File: src/hw/ebt_pkg.sv
// package: register map, field layout and timing constants for the 8-bit wrap timer
package ebt_pkg;

    localparam int unsigned EBT_ADDR_W = 12;
    localparam int unsigned EBT_DATA_W = 32;
    localparam int unsigned EBT_CNT_W = 8;
    localparam int unsigned EBT_SEL_W = 3;

    // register byte offsets
    localparam logic [11:0] EBT_OFS_CONTROL = 12'h000;
    localparam logic [11:0] EBT_OFS_COUNT = 12'h004;
    localparam logic [11:0] EBT_OFS_IRQ_MASK = 12'h008;
    localparam logic [11:0] EBT_OFS_IRQ_FLAGS = 12'h00c;
    localparam logic [11:0] EBT_OFS_IRQ_STATUS = 12'h010;
    localparam logic [11:0] EBT_OFS_GLOBAL = 12'h014;

    // field positions
    localparam int unsigned EBT_SEL_LSB = 0;
    localparam int unsigned EBT_WRAP_BIT = 0;
    localparam int unsigned EBT_GIE_BIT = 0;
    localparam int unsigned EBT_ACK_BIT = 1;

    // reset values and count constants
    localparam logic [7:0] EBT_CNT_RST = 8'h00;
    localparam logic [2:0] EBT_SEL_RST = 3'h0;
    localparam logic [7:0] EBT_CNT_ONE = 8'h01;
    localparam logic [7:0] EBT_CNT_MAX = 8'hff;

    // prescaler divisors and width
    localparam int unsigned EBT_DIV_A = 8;
    localparam int unsigned EBT_DIV_B = 64;
    localparam int unsigned EBT_DIV_C = 256;
    localparam int unsigned EBT_DIV_D = 1024;
    localparam int unsigned EBT_PRE_W = 10;

    typedef enum logic [2:0] {
        EBT_SRC_STOP = 3'h0,
        EBT_SRC_DIRECT = 3'h1,
        EBT_SRC_DIV8 = 3'h2,
        EBT_SRC_DIV64 = 3'h3,
        EBT_SRC_DIV256 = 3'h4,
        EBT_SRC_DIV1024 = 3'h5,
        EBT_SRC_PIN_FALL = 3'h6,
        EBT_SRC_PIN_RISE = 3'h7
    } ebt_src_e;

    typedef struct packed {
        logic div8;
        logic div64;
        logic div256;
        logic div1024;
    } ebt_taps_s;

    typedef struct packed {
        logic rise;
        logic fall;
    } ebt_edges_s;

endpackage

File: src/hw/ebt_prescaler.sv
// free running prescaler producing one-cycle tap pulses
`timescale 1ns/1ps
module ebt_prescaler
    import ebt_pkg::*;
#(
    parameter int unsigned PRE_W = EBT_PRE_W
)
(
    input wire logic clk,
    input wire logic rst_n,
    output ebt_pkg::ebt_taps_s taps
);
    logic [PRE_W-1:0] pre_q;
    logic [PRE_W-1:0] pre_d;

    function automatic logic tap_hit(input logic [PRE_W-1:0] v, input int unsigned div);
        logic [PRE_W-1:0] m;
        m = PRE_W'(div - 1);
        tap_hit = ((v & m) == m);
    endfunction

    // never affected by the timer's source select, so a first prescaled tick lands 1..N clocks out
    always_comb
    begin
        pre_d = pre_q + PRE_W'(1);
    end

    always_ff @(posedge clk)
    begin
        if (!rst_n)
            pre_q <= '0;
        else
            pre_q <= pre_d;
    end

    always_comb
    begin
        taps.div8 = tap_hit(pre_q, EBT_DIV_A);
        taps.div64 = tap_hit(pre_q, EBT_DIV_B);
        taps.div256 = tap_hit(pre_q, EBT_DIV_C);
        taps.div1024 = tap_hit(pre_q, EBT_DIV_D);
    end
endmodule // ebt_prescaler

File: src/hw/ebt_pin_sync.sv
// two-flop sampler and edge detector for the external count pin
`timescale 1ns/1ps
module ebt_pin_sync
(
    input wire logic clk,
    input wire logic rst_n,
    input wire logic pin_in,
    output ebt_pkg::ebt_edges_s edges
);
    import ebt_pkg::*;
    logic meta_q;
    logic sync_q;
    logic prev_q;
    logic [2:0] chain_d;

    always_comb
    begin
        chain_d = {pin_in, meta_q, sync_q};
    end

    always_ff @(posedge clk)
    begin
        if (!rst_n)
        begin
            meta_q <= 1'b0;
            sync_q <= 1'b0;
            prev_q <= 1'b0;
        end
        else
        begin
            meta_q <= chain_d[2];
            sync_q <= chain_d[1];
            prev_q <= chain_d[0];
        end
    end

    // only the second stage and its delayed copy feed the compare
    always_comb
    begin
        edges.rise = sync_q & ~prev_q;
        edges.fall = ~sync_q & prev_q;
    end
endmodule // ebt_pin_sync

File: src/hw/ebt_timer.sv
// 8-bit wrap timer with selectable tick source, apb register slave and wrap interrupt
`timescale 1ns/1ps
// Summary of operation
// - each timer tick adds one to the 8-bit count; no tick, no change
// - source zero stops the count; source one ticks every clock
// - sources two to five tick from prescaler taps 8, 64, 256, 1024
// - source six ticks on each falling edge of the count pin
// - source seven ticks on each rising edge of the count pin
// - pin edges count even while that pin is driven as an output
// - software may read and write the count at any time
// - a software count write beats a same-cycle increment
// - count only goes up, never cleared by hardware, wraps 0xff to 0x00
// - wrap flag sets in the same tick the count becomes zero
// - counting only sets the wrap flag, never clears it
// - wrap flag clears when the processor takes the wrap interrupt
// - wrap request needs enable bit 0, global enable and the flag
// - source select sits in control bits 2 down to 0
// - writing one to the wrap flag clears it; zero leaves it
// - prescaler runs free, independent of source select
// - count pin sampled every clock, then edge detected
module ebt_timer
(
    input wire logic clk,
    input wire logic rst_n,
    input wire logic [ebt_pkg::EBT_ADDR_W-1:0] paddr,
    input wire logic psel,
    input wire logic penable,
    input wire logic pwrite,
    input wire logic [ebt_pkg::EBT_DATA_W-1:0] pwdata,
    input wire logic [3:0] pstrb,
    output logic [ebt_pkg::EBT_DATA_W-1:0] prdata,
    output logic pready,
    output logic pslverr,
    input wire logic external_count_pin,
    input wire logic wrap_irq_ack,
    output logic irq
);
    import ebt_pkg::*;

    logic [EBT_CNT_W-1:0] cnt_q;
    logic [EBT_CNT_W-1:0] cnt_d;
    logic [EBT_SEL_W-1:0] sel_q;
    logic [EBT_SEL_W-1:0] sel_d;
    logic ena_q;
    logic ena_d;
    logic flag_q;
    logic flag_d;
    logic gie_q;
    logic gie_d;
    logic [EBT_DATA_W-1:0] rdata_q;
    logic [EBT_DATA_W-1:0] rdata_d;
    logic err_q;
    logic err_d;

    ebt_taps_s taps;
    ebt_edges_s edges;
    logic timer_tick;
    logic wrap;
    logic acc;
    logic wr;
    logic rd;
    logic hit;
    logic lane0;
    logic ack_wr;

    // prescaler kept shared-style: no reset path from this timer's select
    ebt_prescaler #(
        .PRE_W(EBT_PRE_W)
    ) u_pre (
        .clk(clk),
        .rst_n(rst_n),
        .taps(taps)
    );

    // pin is an input here whatever its pad direction, so driven levels count too
    ebt_pin_sync u_pin (
        .clk(clk),
        .rst_n(rst_n),
        .pin_in(external_count_pin),
        .edges(edges)
    );

    function automatic logic addr_is(input logic [EBT_ADDR_W-1:0] a, input logic [11:0] ofs);
        addr_is = (a == ofs);
    endfunction

    // tick selection
    always_comb
    begin
        case (ebt_src_e'(sel_q))
            EBT_SRC_STOP: timer_tick = 1'b0;
            EBT_SRC_DIRECT: timer_tick = 1'b1;
            EBT_SRC_DIV8: timer_tick = taps.div8;
            EBT_SRC_DIV64: timer_tick = taps.div64;
            EBT_SRC_DIV256: timer_tick = taps.div256;
            EBT_SRC_DIV1024: timer_tick = taps.div1024;
            EBT_SRC_PIN_FALL: timer_tick = edges.fall;
            EBT_SRC_PIN_RISE: timer_tick = edges.rise;
            default: timer_tick = 1'b0;
        endcase
    end

    // apb decode: zero wait states, write lands at the access edge
    always_comb
    begin
        acc = psel & penable;
        wr = acc & pwrite;
        rd = acc & ~pwrite;
        lane0 = pstrb[0];
        hit = addr_is(paddr, EBT_OFS_CONTROL) | addr_is(paddr, EBT_OFS_COUNT)
            | addr_is(paddr, EBT_OFS_IRQ_MASK) | addr_is(paddr, EBT_OFS_IRQ_FLAGS)
            | addr_is(paddr, EBT_OFS_IRQ_STATUS) | addr_is(paddr, EBT_OFS_GLOBAL);
        pready = 1'b1;
        pslverr = err_q;
        prdata = rdata_q;
    end

    // counter and flag next state
    always_comb
    begin
        wrap = timer_tick & (cnt_q == EBT_CNT_MAX);
        cnt_d = cnt_q;
        if (timer_tick)
            cnt_d = cnt_q + EBT_CNT_ONE;
        if (wr && lane0 && addr_is(paddr, EBT_OFS_COUNT))
            cnt_d = pwdata[EBT_CNT_W-1:0];

        sel_d = sel_q;
        ena_d = ena_q;
        gie_d = gie_q;
        ack_wr = 1'b0;
        if (wr && lane0 && addr_is(paddr, EBT_OFS_CONTROL))
            sel_d = pwdata[EBT_SEL_LSB +: EBT_SEL_W];
        if (wr && lane0 && addr_is(paddr, EBT_OFS_IRQ_MASK))
            ena_d = pwdata[EBT_WRAP_BIT];
        if (wr && lane0 && addr_is(paddr, EBT_OFS_GLOBAL))
        begin
            gie_d = pwdata[EBT_GIE_BIT];
            ack_wr = pwdata[EBT_ACK_BIT];
        end

        // clears first, so a wrap in the same cycle wins
        flag_d = flag_q;
        if (wr && lane0 && addr_is(paddr, EBT_OFS_IRQ_FLAGS) && pwdata[EBT_WRAP_BIT])
            flag_d = 1'b0;
        if (rd && addr_is(paddr, EBT_OFS_IRQ_STATUS))
            flag_d = 1'b0;
        if (wrap_irq_ack || ack_wr)
            flag_d = 1'b0;
        if (wrap)
            flag_d = 1'b1;
    end

    // read data and error, registered at the access edge
    always_comb
    begin
        rdata_d = rdata_q;
        err_d = 1'b0;
        if (acc && !hit)
            err_d = 1'b1;
        if (rd)
        begin
            rdata_d = '0;
            if (addr_is(paddr, EBT_OFS_CONTROL))
                rdata_d[EBT_SEL_LSB +: EBT_SEL_W] = sel_q;
            else if (addr_is(paddr, EBT_OFS_COUNT))
                rdata_d[EBT_CNT_W-1:0] = cnt_q;
            else if (addr_is(paddr, EBT_OFS_IRQ_MASK))
                rdata_d[EBT_WRAP_BIT] = ena_q;
            else if (addr_is(paddr, EBT_OFS_IRQ_FLAGS) || addr_is(paddr, EBT_OFS_IRQ_STATUS))
                rdata_d[EBT_WRAP_BIT] = flag_q;
            else if (addr_is(paddr, EBT_OFS_GLOBAL))
                rdata_d[EBT_GIE_BIT] = gie_q;
        end
    end

    always_ff @(posedge clk)
    begin
        if (!rst_n)
        begin
            cnt_q <= EBT_CNT_RST;
            sel_q <= EBT_SEL_RST;
            ena_q <= 1'b0;
            flag_q <= 1'b0;
            gie_q <= 1'b0;
            rdata_q <= '0;
            err_q <= 1'b0;
        end
        else
        begin
            cnt_q <= cnt_d;
            sel_q <= sel_d;
            ena_q <= ena_d;
            flag_q <= flag_d;
            gie_q <= gie_d;
            rdata_q <= rdata_d;
            err_q <= err_d;
        end
    end

    // the data flop loads only at a read's access edge, so prdata holds that read's data until the next read
    always_comb
    begin
        irq = ena_q & gie_q & flag_q;
    end
endmodule // ebt_timer

File: config.mk
export PLATFORM = sky130hd
export DESIGN_NAME = ebt_timer
export DESIGN_NICKNAME = d
export VERILOG_FILES = /design/src/hw/ebt_pkg.sv /design/src/hw/ebt_prescaler.sv /design/src/hw/ebt_pin_sync.sv /design/src/hw/ebt_timer.sv
export SDC_FILE = /design/constraint.sdc
export NUM_CORES = 1
export LEC_CHECK = 0
export BUFFER_PORTS_ARGS = -buffer_cell sky130_fd_sc_hd__buf_4
export CAP_MARGIN = 30
export CELL_PAD_IN_SITES_DETAIL_PLACEMENT = 0
export CELL_PAD_IN_SITES_GLOBAL_PLACEMENT = 2
export CORE_MARGIN = 2
export CORE_UTILIZATION = 25
export CTS_CLUSTER_SIZE = 24
export DETAILED_ROUTE_END_ITERATION = 8
export PLACE_DENSITY = 0.85
export RECOVER_POWER = 100
export SYNTH_ARGS = -nofsm -noshare
export SYNTH_HDL_FRONTEND = slang
export SYNTH_SLANG_ARGS = --single-unit
export TNS_END_PERCENT = 5
File: constraint.sdc
create_clock -name clk -period 4 [get_ports clk]
set_input_delay 0.2 -clock clk [delete_from_list [all_inputs] [get_ports clk]]
set_output_delay 0.2 -clock clk [all_outputs]
set_load 0.01 [all_outputs]
# Yosys cells after proc, flatten, opt, wreduce, memory -nomap -nowiden

Index checks and enable logic that the tools add are counted.

Add/subtract/negate cells: 2
Multiply operators: 0
Div/mod/pow operators: 0
Order comparisons: 0
Eq/ne operators: 17
Shifts and indexed selects: 0
Mux-type cells: 16
Bitwise gates (word level): 16
Reduce and logical (&&, ||, !) cells: 16

Operators with widths:

| operator                                                                | count |
|---|---|
| 12-bit by 4-bit equality test with 1-bit output (second input constant) | 2 |
| 12-bit by 5-bit equality test with 1-bit output (second input constant) | 2 |
| 8-bit equality test (second input constant)                             | 2 |
| 8-bit 2-to-1 mux                                                        | 2 |
| 3-bit equality test (second input constant)                             | 5 |
| 12-bit by 3-bit equality test with 1-bit output (second input constant) | 1 |
| 12-bit logical NOT                                                      | 1 |
| 10-bit by 1-bit adder with 10-bit output (second input constant)        | 1 |
| 10-bit equality test (second input constant)                            | 1 |
| 1-bit 2-to-1 mux                                                        | 10 |
| 1-bit logical AND                                                       | 9 |
| 8-bit by 1-bit adder with 8-bit output (second input constant)          | 1 |
| 1-bit AND                                                               | 8 |
| 1-bit case mux with 8 select lines                                      | 1 |
| 7-bit 2-to-1 mux                                                        | 1 |
| 3-bit by 2-bit equality test with 1-bit output (second input constant)  | 2 |
| 6-bit equality test (second input constant)                             | 1 |
| 5-bit 2-to-1 mux                                                        | 1 |
| 1-bit bitwise OR                                                        | 5 |
| 4-bit nonzero test                                                      | 1 |
| 3-bit by 1-bit equality test with 1-bit output (second input constant)  | 1 |
| 3-bit logical NOT                                                       | 1 |
| 3-bit 2-to-1 mux                                                        | 1 |
| 1-bit NOT                                                               | 3 |
| other kinds (3)                                                         | 4 |

Register bits: 36
Latch bits: 0
Bits in writable memories: 0
ROM bits: 0
Input bits: 55
Output and inout port bits: 35
Logic and storage cells: 78
Memories kept: 0

# Depth between registers and ports, before layout

Depth in word-level cells: 9
Depth in mapped cells: 8
Depth with buffers taken out: 7

# By module

A second synthesis with hierarchy kept.

Cell total of the unflattened synthesis: 238
Area total of the unflattened synthesis: 2059.5 um^2

By module, submodules not included:

| module        | times used | cells an instance | area an instance (um^2) | sequential area each (um^2) |
|---|---|---|---|---|
| ebt_timer     | 1          | 182               | 1529.0                  | 460.4 |
| ebt_prescaler | 1          | 48                | 439.2                   | 200.2 |
| ebt_pin_sync  | 1          | 8                 | 91.3                    | 60.1 |

# Worst setup path after synthesis

Ideal clock, no wire load.

Kind: reg-to-reg
Start: reg u_pre.pre_q[0]
End: reg cnt_q[7]
Setup time: 0.074 ns
Data arrival time: 1.927 ns
Required time: 3.926 ns
Slack: 1.999 ns
Cell stages (with the launch flop): 8
Buffers on the path: 1
Period minus slack after synthesis: 2.001 ns
Cell sequence: dfxtp_1 > ha_1 > nand2_1 > or2_0 > buf_2 > o32a_4 > or4_1 > a31oi_1

Longest elaborated chain between the ends: 3
Elaborated cells between the ends (all ways): 6
Classes of those cells: 4 x eq/ne; 1 x mux; 1 x reduce/logical

Ends and longest elaborated chain:

| item                                         | line                | source |
|---|---|---|
| start: declaration                           | ebt_prescaler.sv:13 | `logic [PRE_W-1:0] pre_q;` |
| start signal: assignment                     | ebt_prescaler.sv:33 | `pre_q <= pre_d;` |
| 10-bit equality test (tied with other cells) | ebt_prescaler.sv:19 | `tap_hit = ((v & m) == m);` |
| 1-bit case mux with 8 select lines *         | ebt_timer.sv:90     | `case (ebt_src_e'(sel_q))` |
| 2-bit nonzero test (no line) *               | n/a                 |  |
| end signal: assignment                       | ebt_timer.sv:191    | `cnt_q <= cnt_d;` |
| end: declaration                             | ebt_timer.sv:40     | `logic [EBT_CNT_W-1:0] cnt_q;` |

Mark *: on every way between the ends. The rest lies on a longest branch, timed or not.
A chain may end at the register's enable or synchronous reset.

# Worst setup path after layout

Ends and elaborated chain as after synthesis.

==> out/results.txt <==
Commonest cells in the netlist = dfxtp_1 (36), buf_4 (25), nor2b_1 (15), o21ai_0 (15), nand2_1 (14)
Post-synthesis cell count = 230
Avg Inst Size Synth = 8.57 um2
Fin crit share = 0.554
Largest net degree at the start of global routing = 38
R2R Setup Slk = 1780 ps
WS Path Type = flip-flop to flip-flop
H-Tree Level Count = 2
Max Freq = 451 MHz
CP max FO = 7
Max Cap Violations = 0
FF+latch count, synth = 36
Post_cts resized = 0
Die width = 92.8 um
Initial antenna violation count = 0
CTS root buf = clkbuf_8
Worst slew pin tran = 1280 ps
DR vias = 1,639
# rows = 32
Layout cells sized above 1 = 0.153
Max-slew violations = 0
Die ar. = 8610 um2
DRC Markers = 0
Via-to-Cell Ratio = 4.50
Post-synth EDFFs = 0
Top cells by area, synth = dfxtp_1 (37%), buf_4 (9.5%), nor2b_1 (4.8%), o21ai_0 (3.8%), and2_1 (3.5%)
Initial drt markers = 69
GP Congestion = 0.813
Final ANT Viol Nets = 0
Clk slew on worst S/H paths = 80 ps
Pwr Density = 301 nW/um2
Netlist cell types = 47
Synth Flop Type = dfxtp_1
Starting Density = 0.257
CTS Buf Count = 5
Synth-to-Final Area Change = 14.7%
N_diodes = 0
Min Hold Slack = 118 ps
Grt ovf = 0
Top-Level Pins = 90
Final net count = 319
Setup crit end kind = flip-flop
Dpl ws = 1800 ps
Post-DP HPWL = 3.16 mm
Pre-antenna DRT Iters = 4
Hold crit path type = input port to flip-flop
Global-route wire length before repair = 6.93 mm
Worst skew pair latency = 290 ps
Seq/Total Area, Yosys = 0.365
Final WL = 4.25 mm
Synth Warn # = 0
Setup slack after layout = 1780 ps
Unrepaired setup endpoints after global routing = no
Post-synth top area share = 0.365
Final setup TNS = 0 ps
Post-synth ARST share = 0
Most frequent cell after synthesis = dfxtp_1
Total Routing Usage GR = 0.0994
Final setup viols = 0
Arr. time, crit path = 2430 ps
Outcome = finished clean
Tmin final = 2220 ps
Critical Path RT = 4210 ps
Vert. Die Dim = 92.8 um
Startpoint type of the worst setup path = flip-flop
Post-CTS Setup Bufs = 0
Final hold viol count = 0
Rel. slew slack = 0.146
Clock Tree Buf Depth = 2
Vias in the first global route = 1,505
CORE AREA = 7690 um2
IO Port Bufs = 37
Drt wl/cell = 11.7 um
CTS tree = done
CTS Hold Bufs = 0
Setup Skew = 6.14 ps
Leak = 0.849 nW
VDD IR-drop max = 0.152 mV
Mapped Area = 1970 um2
CTS Sinks = 36
Synth area leader = dfxtp_1
## report_power, final
part,total (mW),internal (mW),switching (mW),leakage (nW)
sequential,0.365,0.362,0.00287,0.291
combinational,0.0582,0.0259,0.0322,0.510
clock,0.257,0.121,0.136,0.0479
## cell usage in the layout (no fill, tap or decap), types with 2 or more instances in the layout
master / Yosys / final
a21boi_0: 3 / 3
a21oi_1: 5 / 5
a22oi_1: 7 / 7
a31oi_1: 7 / 7
and2_0: 0 / 3
and2_1: 11 / 8
and3_1: 2 / 2
and4b_1: 2 / 2
buf_4: 25 / 25
clkbuf_1: 10 / 11
clkbuf_8: 0 / 5
clkinv_2: 0 / 2
conb_1: 2 / 25
dfxtp_1: 36 / 36
ha_1: 3 / 3
inv_1: 3 / 3
mux2i_1: 6 / 6
nand2_1: 14 / 14
nand3_1: 8 / 9
nand3b_1: 2 / 2
nor2_1: 5 / 5
nor2b_1: 15 / 15
nor3_1: 10 / 10
nor4_1: 2 / 2
nor4b_1: 2 / 2
o21ai_0: 15 / 15
or3_1: 5 / 5
or3_2: 4 / 4
xnor2_1: 4 / 4
xor2_1: 2 / 2
## per-layer routing
metal,share of wire,vias up,global-route usage,routed length (um)
met5,0,-,0,0
met4,0.0099,0,0.0368,42
met3,0.078,4,0.0309,333
met2,0.42,57,0.152,1780
met1,0.49,746,0.131,2100
li1,-,832,-,-
## flip-flops by register name (all words and copies together), names as in the netlist
name / count
u_pre.pre_q: 10
u_pin.sync_q: 1
prdata: 8
u_pin.prev_q: 1
gie_q: 1
pslverr: 1
ena_q: 1
u_pin.meta_q: 1
flag_q: 1
sel_q: 3
cnt_q: 8
## cell families (layout without fill, tap and decap cells)
family	Yosys count	after routing	synth area share
simple gates	90	90	0.267
compound gates	48	48	0.166
buf+inv	39	48	0.122
flops	36	36	0.365
xor+xnor	6	6	0.0266
mux	6	6	0.0305
fa+ha+maj	3	3	0.0190
other cells	2	25	0.00381
## worst max-delay path: stages, from the launching register on
cell and delay, ps:
dfxtp_1 380, ha_1 220, nand2_1 60, or2_0 300, o32a_1 470, or4_1 520, a31oi_1 180
## per-stage QoR
| step | util | std cells | power, mW | instance area, um2 |
|---|---|---|---|---|
| 2_1_floorplan | - | 253 | 0.422 | 2060 |
| 3_3_place_gp | 0.291 | 356 | 0.432 | 2230 |
| 3_5_place_dp | 0.291 | 356 | 0.433 | 2230 |
| 4_1_cts | 0.302 | 364 | 0.689 | 2320 |
| 5_1_grt | 0.294 | 364 | 0.711 | 2260 |
| 6_report | 0.294 | 364 | 0.681 | 2260 |
## path summary, 6_finish.rpt
check                startpoint            to  cells past startpoint
max              u_pre.pre_q[0]      cnt_q[7]                      6
min          external_count_pin  u_pin.meta_q                      2
max reg2reg      u_pre.pre_q[0]      cnt_q[7]                      6
min reg2reg        u_pin.meta_q  u_pin.sync_q                      1
## area by class of cell
cell class	instances	area [um2]
Clock buffer	5	68.8
Fill cell	856	5430
Multi-Input combinational cell	178	1080
Timing Repair Buffer	37	236
Clock inverter	3	18.8
Inverter	3	11.3
Sequential cell	36	721
Tap cell	102	128
No activity file was read; power rests on OpenSTA's default activity.
